## config.mk

```make
export PLATFORM = sky130hd
export DESIGN_NAME = uart_with_ir_sir_endec
export DESIGN_NICKNAME = d
export VERILOG_FILES = /design/src/rtl/uart_ir_pkg.sv /design/src/rtl/uart_with_ir_sir_endec.sv
export SDC_FILE = /design/constraint.sdc
export NUM_CORES = 1
export LEC_CHECK = 0
export BUFFER_PORTS_ARGS = -buffer_cell sky130_fd_sc_hd__buf_2
export CORE_UTILIZATION = 30
export CTS_BUF_LIST = sky130_fd_sc_hd__clkbuf_8
export DETAILED_ROUTE_END_ITERATION = 8
export GPL_ROUTABILITY_DRIVEN = 0
export PLACE_DENSITY_LB_ADDON = 0.3
export SETUP_SLACK_MARGIN = 0.1
export SYNTH_ARGS = -nofsm -noshare
export SYNTH_HDL_FRONTEND = slang
export SYNTH_SLANG_ARGS = --single-unit
```

## constraint.sdc

```tcl
create_clock -name pclk -period 3.7 [get_ports pclk]
set_input_delay 0.37 -clock pclk [delete_from_list [all_inputs] [get_ports pclk]]
set_output_delay 0.37 -clock pclk [all_outputs]
set_load 0.05 [all_outputs]
```

## src/rtl/uart_ir_pkg.sv

```systemverilog
// constants, field layouts and state types for the uart with infrared endec
// How it works
// (RULE1) shared x16 tick, divide 2x16 to 65536x16
// (RULE2) five to eight data bits
// (RULE3) even, odd or no parity, no stick
// (RULE4) one or two stop bits only
// (RULE5) framing bits added on send, stripped on receive
// (RULE6) short low on input is no start
// (RULE7) send break on request, detect break received
// (RULE8) sixteen entry fifo each way
// (RULE9) fifo off means one entry holding register
// (RULE10) receive trigger fixed at eight entries
// (RULE11) error flags stored with each character
// (RULE12) stored errors raise no interrupt
// (RULE13) overrun flags at once, keeps stored data
// (RULE14) four separately maskable interrupt sources
// (RULE15) combined interrupt when any source unmasked
// (RULE16) cts, dcd, dsr inputs only
// (RULE17) infrared pins replace wired pins
// (RULE18) infrared mode: tx high, wired inputs ignored
// (RULE19) infrared mode is half duplex
// (RULE20) ten ms turnaround before receive
// (RULE21) low power tick divides by 2 to 511
// (RULE22) pulse 3/16 bit or three low power ticks
// (RULE23) x16 tick is one clock wide pulse
// (RULE24) start, data lsb first, parity, stop
// (RULE25) pulse valid if low one tick later
// (RULE26) encoder idles low, high pulse per zero
package uart_ir_pkg;
  // register byte offsets
  localparam logic [11:0] OFF_DATA = 12'h000;
  localparam logic [11:0] OFF_STATUS = 12'h004;
  localparam logic [11:0] OFF_LINE = 12'h008;
  localparam logic [11:0] OFF_BAUD = 12'h00c;
  localparam logic [11:0] OFF_CTRL = 12'h010;
  localparam logic [11:0] OFF_ILP = 12'h014;
  localparam logic [11:0] OFF_INT = 12'h018;
  // status bit positions
  localparam int ST_OVR = 0;
  localparam int ST_TXFULL = 1;
  localparam int ST_TXEMPTY = 2;
  localparam int ST_RXFULL = 3;
  localparam int ST_RXEMPTY = 4;
  localparam int ST_BUSY = 5;
  localparam int ST_CTS = 6;
  localparam int ST_DCD = 7;
  localparam int ST_DSR = 8;
  // interrupt source positions
  localparam int INT_TX = 0;
  localparam int INT_RX = 1;
  localparam int INT_TO = 2;
  localparam int INT_MS = 3;
  localparam int INT_N = 4;
  // synchroniser lanes
  localparam int SY_RX = 0;
  localparam int SY_IR = 1;
  localparam int SY_CTS = 2;
  localparam int SY_DCD = 3;
  localparam int SY_DSR = 4;
  localparam int SYNC_W = 5;
  localparam logic [4:0] SYNC_RST = 5'h03;
  // fifo geometry and levels
  localparam int FIFO_DEPTH = 16;
  localparam int PTR_W = 4;
  localparam logic [4:0] LVL_FULL = 5'h10;
  localparam logic [4:0] LVL_SINGLE = 5'h01;
  localparam logic [4:0] LVL_TRIG = 5'h08;
  // bit timing in x16 ticks
  localparam logic [3:0] BIT_LAST = 4'hf;
  localparam logic [3:0] HALF_BIT = 4'h7;
  localparam logic [1:0] PULSE_LAST = 2'h2;
  localparam logic [2:0] WLEN_BASE = 3'h4;
  localparam logic [9:0] TIMEOUT_TICKS = 10'h200;
  // divider limits and reset values
  localparam logic [15:0] BAUD_MIN = 16'h0001;
  localparam logic [8:0] ILP_MIN = 9'h002;
  localparam logic [8:0] ILP_ONE = 9'h001;
  // infrared turnaround, time then cycles
  localparam int TURN_MS = 10;
  localparam int CLK_KHZ = 250000;
  localparam int TURN_CYCLES_DFLT = TURN_MS * CLK_KHZ;
  localparam int TURN_W = 22;

  typedef struct packed {
    logic brk;
    logic fifo_en;
    logic stop2;
    logic even;
    logic par_en;
    logic [1:0] wlen;
  } line_ctrl_s;

  typedef struct packed {
    logic [3:0] int_mask;
    logic ir_lp;
    logic ir_en;
    logic uart_en;
  } ctrl_s;

  typedef struct packed {
    logic brk_err;
    logic par_err;
    logic frm_err;
    logic [7:0] data;
  } rx_entry_s;

  localparam line_ctrl_s LINE_RST = 7'h03;
  localparam ctrl_s CTRL_RST = 7'h00;

  typedef enum logic [4:0] {
    T_IDLE = 5'b00001,
    T_START = 5'b00010,
    T_DATA = 5'b00100,
    T_PAR = 5'b01000,
    T_STOP = 5'b10000
  } tx_state_e;

  typedef enum logic [5:0] {
    R_IDLE = 6'b000001,
    R_START = 6'b000010,
    R_DATA = 6'b000100,
    R_PAR = 6'b001000,
    R_STOP = 6'b010000,
    R_BRK = 6'b100000
  } rx_state_e;
endpackage : uart_ir_pkg

```

## src/rtl/uart_with_ir_sir_endec.sv

```systemverilog
// apb uart with fifos, baud generator and infrared pulse encoder/decoder
`timescale 1ns/1ps
module uart_with_ir_sir_endec import uart_ir_pkg::*; #(
  parameter int unsigned TURN_CYCLES = TURN_CYCLES_DFLT
) (
  // clock and reset
  input wire logic pclk,
  input wire logic presetn,
  // apb slave
  input wire logic psel,
  input wire logic penable,
  input wire logic pwrite,
  input wire logic [11:0] paddr,
  input wire logic [31:0] pwdata,
  output logic [31:0] prdata,
  output logic pready,
  output logic pslverr,
  // wired serial
  input wire logic wired_serial_rx,
  output logic wired_serial_tx,
  // infrared transducer
  input wire logic ir_pulse_in,
  output logic ir_pulse_out_low,
  // modem status
  input wire logic clear_to_send,
  input wire logic carrier_detect,
  input wire logic data_set_ready,
  // combined interrupt
  output logic uart_irq
);
  localparam logic [TURN_W-1:0] TURN_LOAD = TURN_W'(TURN_CYCLES);

  line_ctrl_s line_r;
  ctrl_s ctrl_r;
  logic [15:0] baud_div_r;
  logic [8:0] ilp_div_r;
  logic [SYNC_W-1:0] sync1_r, sync2_r;
  logic [2:0] modem_prev_r;
  logic [15:0] baud_cnt_r;
  logic tick_r;
  logic [8:0] lp_cnt_r;
  logic lp_tick_r;
  logic [7:0] tx_mem [FIFO_DEPTH];
  logic [PTR_W-1:0] tx_wp_r, tx_rp_r;
  logic [4:0] tx_cnt_r;
  rx_entry_s rx_mem [FIFO_DEPTH];
  logic [PTR_W-1:0] rx_wp_r, rx_rp_r;
  logic [4:0] rx_cnt_r;
  tx_state_e tx_state_r;
  logic [7:0] tx_shift_r;
  logic [2:0] tx_bit_r;
  logic [3:0] tx_tick_r;
  logic tx_par_r, tx_stop_r;
  rx_state_e rx_state_r;
  logic [7:0] rx_data_r;
  logic [2:0] rx_bit_r;
  logic [3:0] rx_tick_r;
  logic rx_par_r;
  logic ir_act_r;
  logic [1:0] ir_pcnt_r;
  logic ir_chk_r;
  logic [8:0] ir_chk_cnt_r;
  logic ir_dec_r;
  logic [3:0] ir_str_r;
  logic [TURN_W-1:0] turn_cnt_r;
  logic ovr_r, ms_flag_r, to_flag_r;
  logic [9:0] to_cnt_r;
  logic [31:0] prdata_r;
  logic pready_r, pslverr_r, txd_r, irq_r;

  // apb decode; zero wait states so access ends in one cycle
  logic setup, acc_wr, acc_rd, mapped;
  assign setup = psel & ~penable;
  assign acc_wr = psel & penable & pwrite;
  assign acc_rd = psel & penable & ~pwrite;
  always_comb begin
    if (paddr == OFF_DATA) mapped = 1'b1;
    else if (paddr == OFF_STATUS) mapped = 1'b1;
    else if (paddr == OFF_LINE) mapped = 1'b1;
    else if (paddr == OFF_BAUD) mapped = 1'b1;
    else if (paddr == OFF_CTRL) mapped = 1'b1;
    else if (paddr == OFF_ILP) mapped = 1'b1;
    else if (paddr == OFF_INT) mapped = 1'b1;
    else mapped = 1'b0;
  end

  // fifo capacity and levels
  logic [4:0] cap;
  logic tx_full, rx_full, tx_push, rx_pop, tx_pop, rx_push;
  assign cap = line_r.fifo_en ? LVL_FULL : LVL_SINGLE; // RULE8 RULE9
  assign tx_full = tx_cnt_r >= cap;
  assign rx_full = rx_cnt_r >= cap;
  assign tx_push = acc_wr & (paddr == OFF_DATA) & ~tx_full;
  assign rx_pop = acc_rd & (paddr == OFF_DATA) & (rx_cnt_r != 5'h00);

  // wired inputs are ignored in infrared mode
  logic rx_in, ir_raw, rx_ok, tx_ok;
  assign ir_raw = sync2_r[SY_IR];
  assign rx_in = ctrl_r.ir_en ? ir_dec_r : sync2_r[SY_RX]; // RULE17 RULE18
  // half duplex with turnaround in infrared mode
  assign rx_ok = ~ctrl_r.ir_en | ((tx_state_r == T_IDLE) & (turn_cnt_r == '0)); // RULE19 RULE20
  assign tx_ok = ~ctrl_r.ir_en | (rx_state_r == R_IDLE); // RULE19

  // register writes
  always_ff @(posedge pclk or negedge presetn) begin
    if (!presetn) begin
      line_r <= LINE_RST;
      ctrl_r <= CTRL_RST;
      baud_div_r <= BAUD_MIN;
      ilp_div_r <= ILP_MIN;
    end else if (acc_wr) begin
      if (paddr == OFF_LINE) line_r <= line_ctrl_s'(pwdata[6:0]);
      else if (paddr == OFF_BAUD) baud_div_r <= pwdata[15:0];
      else if (paddr == OFF_CTRL) ctrl_r <= ctrl_s'(pwdata[6:0]);
      else if (paddr == OFF_ILP) ilp_div_r <= pwdata[8:0];
    end
  end

  // two-flop synchronisers for every pin input
  always_ff @(posedge pclk or negedge presetn) begin
    if (!presetn) begin
      sync1_r <= SYNC_RST;
      sync2_r <= SYNC_RST;
    end else begin
      sync1_r <= {data_set_ready, carrier_detect, clear_to_send, ir_pulse_in, wired_serial_rx};
      sync2_r <= sync1_r;
    end
  end

  // x16 tick: period is divisor+1 clocks, at least two
  logic [15:0] baud_lim;
  assign baud_lim = (baud_div_r < BAUD_MIN) ? BAUD_MIN : baud_div_r;
  always_ff @(posedge pclk or negedge presetn) begin
    if (!presetn) begin
      baud_cnt_r <= '0;
      tick_r <= 1'b0;
    end else if (baud_cnt_r >= baud_lim) begin
      baud_cnt_r <= '0;
      tick_r <= 1'b1; // RULE1 RULE23
    end else begin
      baud_cnt_r <= baud_cnt_r + 16'h0001;
      tick_r <= 1'b0;
    end
  end

  // low power tick: period equals the divisor, clamped to two
  logic [8:0] lp_lim;
  assign lp_lim = (ilp_div_r < ILP_MIN) ? ILP_MIN : ilp_div_r;
  always_ff @(posedge pclk or negedge presetn) begin
    if (!presetn) begin
      lp_cnt_r <= '0;
      lp_tick_r <= 1'b0;
    end else if (lp_cnt_r >= lp_lim - ILP_ONE) begin
      lp_cnt_r <= '0;
      lp_tick_r <= 1'b1; // RULE21
    end else begin
      lp_cnt_r <= lp_cnt_r + ILP_ONE;
      lp_tick_r <= 1'b0;
    end
  end

  // transmit fifo
  always_ff @(posedge pclk) begin
    if (tx_push) tx_mem[tx_wp_r] <= pwdata[7:0];
  end
  always_ff @(posedge pclk or negedge presetn) begin
    if (!presetn) begin
      tx_wp_r <= '0;
      tx_rp_r <= '0;
      tx_cnt_r <= '0;
    end else begin
      if (tx_push) tx_wp_r <= tx_wp_r + 1'b1;
      if (tx_pop) tx_rp_r <= tx_rp_r + 1'b1;
      tx_cnt_r <= tx_cnt_r + {4'h0, tx_push} - {4'h0, tx_pop}; // RULE8
    end
  end

  // transmit framing; frames start on a tick so bit edges line up
  logic [2:0] wlast;
  logic [7:0] wmask;
  logic tx_bit_val;
  assign wlast = WLEN_BASE + {1'b0, line_r.wlen}; // RULE2
  assign wmask = 8'hff >> (2'h3 - line_r.wlen);
  assign tx_pop = (tx_state_r == T_IDLE) & tick_r & ctrl_r.uart_en & (tx_cnt_r != 5'h00) & tx_ok;
  always_comb begin
    case (tx_state_r)
      T_START: tx_bit_val = 1'b0;
      T_DATA: tx_bit_val = tx_shift_r[0];
      T_PAR: tx_bit_val = tx_par_r;
      default: tx_bit_val = 1'b1;
    endcase
  end
  logic tx_bit_end, tx_done;
  assign tx_bit_end = tick_r & (tx_tick_r == BIT_LAST);
  assign tx_done = (tx_state_r == T_STOP) & tx_bit_end & (~line_r.stop2 | tx_stop_r);

  always_ff @(posedge pclk or negedge presetn) begin
    if (!presetn) begin
      tx_state_r <= T_IDLE;
      tx_shift_r <= '0;
      tx_bit_r <= '0;
      tx_tick_r <= '0;
      tx_par_r <= 1'b0;
      tx_stop_r <= 1'b0;
    end else begin
      if (tick_r & (tx_state_r != T_IDLE)) tx_tick_r <= tx_tick_r + 4'h1;
      case (tx_state_r)
        T_IDLE: begin
          if (tx_pop) begin
            tx_state_r <= T_START; // RULE5 RULE24
            tx_shift_r <= tx_mem[tx_rp_r] & wmask;
            tx_par_r <= ^(tx_mem[tx_rp_r] & wmask) ^ ~line_r.even; // RULE3
            tx_tick_r <= '0;
            tx_bit_r <= '0;
            tx_stop_r <= 1'b0;
          end
        end
        T_START: begin
          if (tx_bit_end) tx_state_r <= T_DATA;
        end
        T_DATA: begin
          if (tx_bit_end) begin
            tx_shift_r <= {1'b0, tx_shift_r[7:1]}; // RULE24
            tx_bit_r <= tx_bit_r + 3'h1;
            if (tx_bit_r == wlast) tx_state_r <= line_r.par_en ? T_PAR : T_STOP; // RULE3
          end
        end
        T_PAR: begin
          if (tx_bit_end) tx_state_r <= T_STOP;
        end
        T_STOP: begin
          if (tx_done) tx_state_r <= T_IDLE;
          else if (tx_bit_end) tx_stop_r <= 1'b1; // RULE4
        end
        default: tx_state_r <= T_IDLE;
      endcase
    end
  end

  // infrared encoder: one pulse at the start of each zero bit
  logic pulse_tick;
  assign pulse_tick = ctrl_r.ir_lp ? lp_tick_r : tick_r;
  always_ff @(posedge pclk or negedge presetn) begin
    if (!presetn) begin
      ir_act_r <= 1'b0;
      ir_pcnt_r <= '0;
    end else if (ctrl_r.ir_en & tick_r & (tx_state_r != T_IDLE) & (tx_tick_r == 4'h0) &
                 ~tx_bit_val) begin
      ir_act_r <= 1'b1; // RULE26
      ir_pcnt_r <= '0;
    end else if (ir_act_r & pulse_tick) begin
      ir_pcnt_r <= ir_pcnt_r + 2'h1;
      if (ir_pcnt_r == PULSE_LAST) ir_act_r <= 1'b0; // RULE22
    end
  end

  // infrared decoder: check low one low power period on, then stretch a bit
  always_ff @(posedge pclk or negedge presetn) begin
    if (!presetn) begin
      ir_chk_r <= 1'b0;
      ir_chk_cnt_r <= '0;
      ir_dec_r <= 1'b1;
      ir_str_r <= '0;
    end else begin
      if (!ir_chk_r) begin
        if (ctrl_r.ir_en & ~ir_raw & (tx_state_r == T_IDLE)) begin
          ir_chk_r <= 1'b1;
          ir_chk_cnt_r <= ILP_ONE;
        end
      end else if (ir_chk_cnt_r >= lp_lim) begin
        ir_chk_r <= 1'b0;
        if (!ir_raw) begin
          ir_dec_r <= 1'b0; // RULE25
          ir_str_r <= '0;
        end
      end else begin
        ir_chk_cnt_r <= ir_chk_cnt_r + ILP_ONE;
      end
      // a glitch shorter than the check never reaches the receiver
      if (!ir_dec_r & tick_r & ~(ir_chk_r & (ir_chk_cnt_r >= lp_lim) & ~ir_raw)) begin
        ir_str_r <= ir_str_r + 4'h1;
        if (ir_str_r == BIT_LAST) ir_dec_r <= 1'b1;
      end
    end
  end

  // infrared turnaround after each transmitted frame
  always_ff @(posedge pclk or negedge presetn) begin
    if (!presetn) turn_cnt_r <= '0;
    else if (tx_done & ctrl_r.ir_en) turn_cnt_r <= TURN_LOAD; // RULE20
    else if (turn_cnt_r != '0) turn_cnt_r <= turn_cnt_r - 1'b1;
  end

  // receive framing; sample at mid bit
  logic rx_samp, rx_stop_end, rx_brk;
  assign rx_samp = tick_r & (rx_tick_r == BIT_LAST);
  assign rx_stop_end = (rx_state_r == R_STOP) & rx_samp;
  assign rx_brk = (rx_data_r == 8'h00) & ~rx_par_r & ~rx_in; // RULE7
  assign rx_push = rx_stop_end & ~rx_full;
  always_ff @(posedge pclk or negedge presetn) begin
    if (!presetn) begin
      rx_state_r <= R_IDLE;
      rx_data_r <= '0;
      rx_bit_r <= '0;
      rx_tick_r <= '0;
      rx_par_r <= 1'b0;
    end else begin
      if (tick_r & (rx_state_r != R_IDLE)) rx_tick_r <= rx_tick_r + 4'h1;
      case (rx_state_r)
        R_IDLE: begin
          if (ctrl_r.uart_en & ~rx_in & rx_ok) begin
            rx_state_r <= R_START;
            rx_tick_r <= '0;
            rx_data_r <= '0;
            rx_bit_r <= '0;
            rx_par_r <= 1'b0;
          end
        end
        R_START: begin
          if (tick_r & (rx_tick_r == HALF_BIT)) begin
            rx_tick_r <= '0;
            rx_state_r <= rx_in ? R_IDLE : R_DATA; // RULE6
          end
        end
        R_DATA: begin
          if (rx_samp) begin
            rx_data_r[rx_bit_r] <= rx_in; // RULE24
            rx_bit_r <= rx_bit_r + 3'h1;
            if (rx_bit_r == wlast) rx_state_r <= line_r.par_en ? R_PAR : R_STOP;
          end
        end
        R_PAR: begin
          if (rx_samp) begin
            rx_par_r <= rx_in;
            rx_state_r <= R_STOP;
          end
        end
        R_STOP: begin
          if (rx_samp) rx_state_r <= rx_brk ? R_BRK : R_IDLE;
        end
        R_BRK: begin
          if (rx_in) rx_state_r <= R_IDLE; // wait for the line to mark again
        end
        default: rx_state_r <= R_IDLE;
      endcase
    end
  end

  // receive fifo; entry carries its own error flags
  rx_entry_s rx_new;
  always_comb begin
    rx_new.data = rx_data_r; // RULE5
    rx_new.frm_err = ~rx_in; // RULE11
    rx_new.par_err = line_r.par_en & (^rx_data_r ^ rx_par_r ^ ~line_r.even); // RULE3 RULE11
    rx_new.brk_err = rx_brk; // RULE7 RULE11
  end
  always_ff @(posedge pclk) begin
    if (rx_push) rx_mem[rx_wp_r] <= rx_new;
  end
  always_ff @(posedge pclk or negedge presetn) begin
    if (!presetn) begin
      rx_wp_r <= '0;
      rx_rp_r <= '0;
      rx_cnt_r <= '0;
    end else begin
      if (rx_push) rx_wp_r <= rx_wp_r + 1'b1;
      if (rx_pop) rx_rp_r <= rx_rp_r + 1'b1;
      rx_cnt_r <= rx_cnt_r + {4'h0, rx_push} - {4'h0, rx_pop}; // RULE8
    end
  end

  // overrun: the full fifo is left untouched; set wins over clear
  always_ff @(posedge pclk or negedge presetn) begin
    if (!presetn) ovr_r <= 1'b0;
    else if (rx_stop_end & rx_full) ovr_r <= 1'b1; // RULE13
    else if (acc_wr & (paddr == OFF_STATUS) & pwdata[ST_OVR]) ovr_r <= 1'b0;
  end

  // modem change flag, blind in infrared mode; set wins over clear
  logic [2:0] modem_now;
  assign modem_now = sync2_r[SY_DSR:SY_CTS];
  always_ff @(posedge pclk or negedge presetn) begin
    if (!presetn) begin
      modem_prev_r <= '0;
      ms_flag_r <= 1'b0;
    end else begin
      modem_prev_r <= modem_now; // RULE16
      if (~ctrl_r.ir_en & (modem_now != modem_prev_r)) ms_flag_r <= 1'b1; // RULE18
      else if (acc_wr & (paddr == OFF_INT) & pwdata[INT_MS]) ms_flag_r <= 1'b0;
    end
  end

  // receive timeout: thirty-two idle bit times with data waiting
  always_ff @(posedge pclk or negedge presetn) begin
    if (!presetn) begin
      to_cnt_r <= '0;
      to_flag_r <= 1'b0;
    end else begin
      if (rx_push | rx_pop | (rx_cnt_r == 5'h00) | (rx_state_r != R_IDLE)) to_cnt_r <= '0;
      else if (tick_r & (to_cnt_r < TIMEOUT_TICKS)) to_cnt_r <= to_cnt_r + 10'h001;
      to_flag_r <= (to_cnt_r >= TIMEOUT_TICKS) & (rx_cnt_r != 5'h00);
    end
  end

  // interrupt sources; stored receive errors do not take part
  logic [INT_N-1:0] int_raw;
  assign int_raw[INT_TX] = line_r.fifo_en ? (tx_cnt_r <= LVL_TRIG) : (tx_cnt_r == 5'h00);
  assign int_raw[INT_RX] = line_r.fifo_en ? (rx_cnt_r >= LVL_TRIG) : (rx_cnt_r != 5'h00); // RULE10
  assign int_raw[INT_TO] = to_flag_r;
  assign int_raw[INT_MS] = ms_flag_r; // RULE12 RULE14
  always_ff @(posedge pclk or negedge presetn) begin
    if (!presetn) irq_r <= 1'b0;
    else irq_r <= |(int_raw & ctrl_r.int_mask); // RULE15
  end

  // wired line: high in infrared mode, low while break is requested
  always_ff @(posedge pclk or negedge presetn) begin
    if (!presetn) txd_r <= 1'b1;
    else if (ctrl_r.ir_en) txd_r <= 1'b1; // RULE18
    else txd_r <= ~line_r.brk & tx_bit_val; // RULE7
  end

  // read data latched in setup, answered in access
  logic [31:0] rd_val;
  always_comb begin
    rd_val = '0;
    if (paddr == OFF_DATA) rd_val = {21'h000000, rx_mem[rx_rp_r]};
    else if (paddr == OFF_STATUS) begin
      rd_val[ST_OVR] = ovr_r;
      rd_val[ST_TXFULL] = tx_full;
      rd_val[ST_TXEMPTY] = tx_cnt_r == 5'h00;
      rd_val[ST_RXFULL] = rx_full;
      rd_val[ST_RXEMPTY] = rx_cnt_r == 5'h00;
      rd_val[ST_BUSY] = (tx_state_r != T_IDLE) | (tx_cnt_r != 5'h00);
      rd_val[ST_DSR:ST_CTS] = modem_now; // RULE16
    end
    else if (paddr == OFF_LINE) rd_val = {25'h0000000, line_r};
    else if (paddr == OFF_BAUD) rd_val = {16'h0000, baud_div_r};
    else if (paddr == OFF_CTRL) rd_val = {25'h0000000, ctrl_r};
    else if (paddr == OFF_ILP) rd_val = {23'h000000, ilp_div_r};
    else if (paddr == OFF_INT) rd_val = {24'h000000, int_raw & ctrl_r.int_mask, int_raw};
  end
  always_ff @(posedge pclk or negedge presetn) begin
    if (!presetn) begin
      prdata_r <= '0;
      pready_r <= 1'b0;
      pslverr_r <= 1'b0;
    end else begin
      pready_r <= 1'b1;
      if (setup) begin
        prdata_r <= pwrite ? 32'h00000000 : rd_val;
        pslverr_r <= ~mapped;
      end
    end
  end

  assign prdata = prdata_r;
  assign pready = pready_r;
  assign pslverr = pslverr_r;
  assign wired_serial_tx = txd_r;
  assign ir_pulse_out_low = ir_act_r;
  assign uart_irq = irq_r;
endmodule : uart_with_ir_sir_endec

```

; ---- After elaboration in Yosys (flattened, before gate mapping)
; Memories as Yosys holds them, arrays and structs flattened.
; Index checks and enable logic that the tools add are counted.
[totals]
ramBits = 304
output_inout_bits = 37
n_memories = 2
wordCells = 361
reg_bits = 238
romBits = 0
latchBits = 0
input_bits = 54
[memory_table]
columns = name, words, word_bits, read_ports, rd_clocked_by_memory_dff, write_ports, line
row1 = rx_mem, 16, 11, 1, 0, 1, uart_with_ir_sir_endec.sv:46  ; rx_entry_s rx_mem [FIFO_DEPTH];
row2 = tx_mem, 16, 8, 1, 0, 1, uart_with_ir_sir_endec.sv:43  ; logic [7:0] tx_mem [FIFO_DEPTH];
[classes]
order_cmp = 13
bitwise = 77
n_shift = 1
multipliers = 0
n_addsub = 22
reduce_logical = 41
eq_ne = 44
mux = 109
div = 0
[ops]
columns = op, count
row1 = 2-to-1 mux 32 bit, 6
row2 = 2-to-1 mux 9 bit, 6
row3 = bitwise AND 1 bit, 48
row4 = 2-to-1 mux 6 bit, 8
row5 = 2-to-1 mux 5 bit, 9
row6 = 2-to-1 mux 22 bit, 2
row7 = 2-to-1 mux 4 bit, 10
row8 = 2-to-1 mux 8 bit, 5
row9 = 2-to-1 mux 1 bit, 39
row10 = "== test 12 x 5 -> 1 bit, second input constant", 3
row11 = one-hot mux 6 bit (6 select lines), 1
row12 = 2-to-1 mux 16 bit, 2
row13 = one-hot mux 8 bit (2 select lines), 2
row14 = "!= test 2 bit, second input constant", 15
row15 = "adder 4 x 1 -> 4 bit, second input constant", 7
row16 = nonzero test 2 bit, 13
row17 = one-hot mux 5 bit (5 select lines), 1
row18 = "== test 12 x 4 -> 1 bit, second input constant", 2
row19 = 2-to-1 mux 23 bit, 1
row20 = zero test 22 bit, 1
row21 = nonzero test 22 bit, 1
row22 = "subtractor 22 x 1 -> 22 bit, second input constant", 1
row23 = 2-to-1 mux 10 bit, 2
row24 = "adder 9 x 1 -> 9 bit, second input constant", 2
row25 = other kinds (69), 120

; ---- Longest topological paths before layout
[depth]
depth_word = 11
ltp_mapped = 17
mapped_depth_nobuf = 17

; ---- Least setup slack after synthesis
; No wires, ideal clock.
[synth_timing]
kind = in2reg
start = input paddr[1]
end = register rx_cnt_r[4]
arrival_ns = 3.210
path_stages = 15
slack_ns = 0.365
path_cell_list = nor3_1 -> and4_1 -> clkbuf_1 -> nand3_1 -> nor4_1 -> inv_1 -> ha_1 -> ha_1 -> inv_1 -> fa_1 -> nor2_1 -> nor2_1 -> nor2_1 -> nor2_1 -> xor2_1
[synth_via]
elab_chain_cells = 4
[synth_lines]
columns = element, line
row1 = start: declaration, uart_with_ir_sir_endec.sv:13  ; input wire logic [11:0] paddr,
row2 = zero test 12 bit, uart_with_ir_sir_endec.sv:94  ; assign rx_pop = acc_rd & (paddr == OFF_DATA) & (rx_cnt_r != 5'h00);
row3 = bitwise AND 1 bit (2 in series), uart_with_ir_sir_endec.sv:94
row4 = named net rx_pop, uart_with_ir_sir_endec.sv:89  ; logic tx_full, rx_full, tx_push, rx_pop, tx_pop, rx_push;
row5 = subtractor 5 x 1 -> 5 bit, uart_with_ir_sir_endec.sv:368  ; rx_cnt_r <= rx_cnt_r + {4'h0, rx_push} - {4'h0, rx_pop};
row6 = end signal: assignment, uart_with_ir_sir_endec.sv:368
row7 = end: declaration, uart_with_ir_sir_endec.sv:48  ; logic [4:0] rx_cnt_r;
; The timed path passes the listed nets, and every way through them passes these cells.
; A chain may end at the register's enable or synchronous reset.

; ---- Final worst setup path
[layout_timing]
start = register line_r[5] (netlist name)
end = register tx_cnt_r[4]
[layout_via]
elab_chain_cells = 6
[layout_lines]
columns = element, line
row1 = start: declaration, uart_with_ir_sir_endec.sv:33  ; line_ctrl_s line_r;
row2 = start signal: assignment, uart_with_ir_sir_endec.sv:112  ; if (paddr == OFF_LINE) line_r <= line_ctrl_s'(pwdata[6:0]);
row3 = 2-to-1 mux 5 bit, uart_with_ir_sir_endec.sv:90  ; assign cap = line_r.fifo_en ? LVL_FULL : LVL_SINGLE;
row4 = >= comparator 5 bit, uart_with_ir_sir_endec.sv:91  ; assign tx_full = tx_cnt_r >= cap;
row5 = inverter 1 bit, uart_with_ir_sir_endec.sv:93  ; assign tx_push = acc_wr & (paddr == OFF_DATA) & ~tx_full;
row6 = bitwise AND 1 bit, uart_with_ir_sir_endec.sv:93
row7 = adder 5 x 1 -> 5 bit, uart_with_ir_sir_endec.sv:174  ; tx_cnt_r <= tx_cnt_r + {4'h0, tx_push} - {4'h0, tx_pop};
row8 = subtractor 5 x 1 -> 5 bit, uart_with_ir_sir_endec.sv:174
row9 = end signal: assignment, uart_with_ir_sir_endec.sv:174
row10 = end: declaration, uart_with_ir_sir_endec.sv:45  ; logic [4:0] tx_cnt_r;
; No other way between the ends.

==> impl_metrics.yaml <==
outcome:
  status: "complete, no violations"
worst_hold_path:
  min_from: "pwrite"
  hold_class: "in2reg"
clock_network:
  cts_made_buffers: 87
  post_cts_buffers: 0
  cts_resized: 0
  clkSlewWorstSetupHoldPaths_ns: 0.06
  worstSkewPairLatency_ns: 0.68
  cts.sinks: 526
  htree_levels: 3
  cts_tree: "built"
  root_buffer: "clkbuf_8"
  cts_buffer_depth: 3
die:
  num_rows: 102
  dieHeight_um: 284
  die_w_um: 284
  die-area_mm2: 0.0804
  fp.coreArea_mm2: 0.0780
  pin_count: 91
  start_util: 0.305
placed_design:
  dpl-instance-area_mm2: 0.0256
  dp_hpwl_um: 38100
  port_buffers: 58
global_route:
  grtUsageTotal: 0.138
  first_global_vias: 15000
  grt_max_degree: 97
  grt_pass1_wl_um: 86700
  antenna_found_initial: 1
  grt-ovfl-total: 0
drt:
  wl_met3_um: 2340
  routed_wirelength_um: 54900
  wl_per_cell_um: 18.2
  highest_layer: "met4"
  met1_length_um: 24900
  drtIter0Drc: 977
  route.met2.wl_um: 26400
  vias_per_cell: 4.76
  postRouteAntennaNets: 0
  dr_total_vias: 14300
  drt_pass1_iterations: 5
  drc: 0
yosys:
  synth_seq_cells: 526
  synth-main-ff-cell: "edfxtp_1"
  yosysSeqAreaShare: 0.618
  syn_area_per_cell_um2: 13.7
  synth_warnings: 0
  syn_inst: 1737
  ys_types: 75
  netlist_area_mm2: 0.0238
  async_reset_ff_frac: 0.422
  synth_edf_count: 304
layout:
  final_area_mm2: 0.0275
  drive_gt1_frac: 0.202
  finalNetCount: 2044
  syn2layout_area_growth_pct: 15.8
  post-route-util: 0.353
critical_path:
  crit_fanout: 5
  required_ns: 4.25
  crit_path_end_kind: "flop"
  r2r-start: "line_r[5]"
  cp-startpoint: "line_r[5]"
  arrival_ns: 3.84
  crit_type: "reg2reg"
  start_kind: "flop"
sta:
  max_freq_ghz: 0.304
  skew_ns: 0.0480
  setup-tns-final_ns: 0
  post-route-min-period_ns: 3.29
  setup_viol: 0
  maxSlewViolCount: 0
  finalCritPeriodShare: 0.888
  hold_viol: 0
  tightest_slew_ns: 1.17
  rsz0062_at_grt: "false"
  slew-limit-headroom: 0.216
power_and_ir_drop:
  power_leakage_nw: 10.5
  p_per_area_mw_per_mm2: 430
  vdd_drop_max_mv: 0.292
job:
  maxCapViolations: 0
==> per-stage QoR <==
| stage | power (W) | setup slack, ns | hold WS (ns) | std cells |
|---|---|---|---|---|
| final | 0.0118 | 0.413 | 0.105 | 3016 |
| after global placement | 0.00686 | 0.288 | 0.296 | 2838 |
| after global routing | 0.0123 | 0.199 | 0.0579 | 3016 |
| after floorplan | 0.00668 | 0.365 | 0.0744 | 1752 |
| after detailed placement | 0.00687 | 0.242 | 0.304 | 2838 |
| after CTS | 0.0120 | 0.429 | 0.0555 | 3015 |
==> cells by family after synthesis <==
logic type,count (synthesis),synth area share
other,2,0.000316
AND/OR/NAND/NOR,505,0.104
adder cells (fa/ha/maj),89,0.0475
flip-flops,526,0.618
multiplexers,132,0.105
AO/OA/AOI/OAI,219,0.0580
buffers and inverters,154,0.0272
XOR/XNOR,110,0.0405
==> final timing paths <==
check                                  end  slack [ns]  cells after the start
setup / recovery               tx_cnt_r[4]        0.41                     17
max in group asynchronous  ir_chk_cnt_r[4]        2.52                      3
hold / removal                   prdata[6]        0.10                      3
hold reg to reg                 sync2_r[0]        0.36                      0
setup reg to reg               tx_cnt_r[4]        0.41                     17
min in group asynchronous        ms_flag_r        0.19                      2
==> metal layers <==
layer  vias to the layer above  GRT usage
met5                         -          0
met4                         0     0.0445
met3                        88     0.0253
met2                       306      0.225
met1                      7265      0.186
li1                       6685          -
==> layout make-up <==
cell class	count	area, µm²
diodes	1	2.50
clock buffers	103	1420
clock inverters	60	325
fillers	7525	50500
inverters	80	300
multi-input cells	1072	8540
flip-flops and latches	526	14700
well taps	1040	1300
repair buffers	134	931
==> cell usage in the layout, fill, tap and decap left out, types with 30 or more instances in the layout <==
master / synthesis / layout
mux4_2: 90 / 90
xnor2_1: 54 / 54
clkbuf_8: 0 / 103
buf_4: 16 / 60
inv_1: 80 / 115
o21ai_0: 77 / 77
ha_1: 87 / 87
nor2_1: 149 / 148
mux2_2: 30 / 30
xor2_1: 56 / 56
dfrtp_1: 210 / 207
a21oi_1: 43 / 43
edfxtp_1: 304 / 304
buf_2: 7 / 57
nand2_1: 137 / 137
nand3_1: 39 / 39
==> timing repair <==
action | CTS | global route
endpoints found under the hold margin | 53 | 0
hold buffers | 14 | 0
endpoints found under the setup margin | 0 | 0
==> flip-flops by register name (all words and copies together) (netlist names), 5 cells and up <==
name / cells
baud_cnt_r: 16
tx_cnt_r: 5
ctrl_r: 7
rx_mem: 176
rx_data_r: 8
rx_state_r: 6
turn_cnt_r: 22
line_r: 7
lp_cnt_r: 9
baud_div_r: 16
prdata: 16
sync1_r: 5
to_cnt_r: 10
sync2_r: 5
tx_mem: 128
rx_cnt_r: 5
ilp_div_r: 9
tx_shift_r: 8
tx_state_r: 5
ir_chk_cnt_r: 9
==> Yosys cell counts (4+ instances only) <==
cell type  count  area (µm²)
a22oi_1        9        67.6
or3_1         11        68.8
and3_1        15        93.8
nand3b_1       8        60.1
nand2b_1      17         106
o22ai_1        7        43.8
a21oi_1       43         215
a21o_1        27         203
mux2_2        30         338
buf_4         16         120
nor3_1        30         150
dfstp_2       12         315
clkbuf_1      42         158
ha_1          87        1090
xnor2_1       54         473
edfxtp_1     304        9130
dfrtp_1      210        5260
mux4_2        90        2030
inv_1         80         300
o31ai_1        5        37.5
buf_1          9        33.8
xor2_1        56         490
and2_1        20         125
nor4_1         9        56.3
nand4_1       22         138
nand2_1      137         514
nand3_1       39         195
nor3b_1        7        52.6
nor2b_1       17         106
nor2_1       149         559
buf_2          7        35.0
a211oi_1       5        37.5
a221oi_1       5        43.8
nor4b_1        4        35.0
mux2i_1       12         120
o21ai_0       77         385
==> power breakdown <==
| group | switching (W) | total [W] | internal (W) |
|---|---|---|---|
| sequential | 0.0000436 | 0.00628 | 0.00624 |
| clock | 0.00239 | 0.00508 | 0.00269 |
| combinational | 0.000317 | 0.000479 | 0.000162 |
| total | 0.00275 | 0.0118 | 0.00908 |
==> worst max-delay path: stages, from the launching register on <==
cell,delay (ns)
dfrtp_1,0.38
inv_1,0.14
ha_1,0.26
nand3_1,0.07
o2111ai_1,0.11
a21o_1,0.23
nor3_1,0.36
inv_1,0.17
ha_1,0.32
inv_1,0.06
ha_1,0.15
inv_1,0.06
fa_1,0.39
nor2_1,0.10
nor2_1,0.05
nor2_1,0.11
nor2_1,0.07
xor2_1,0.13
(Power assumes the default switching activity.)
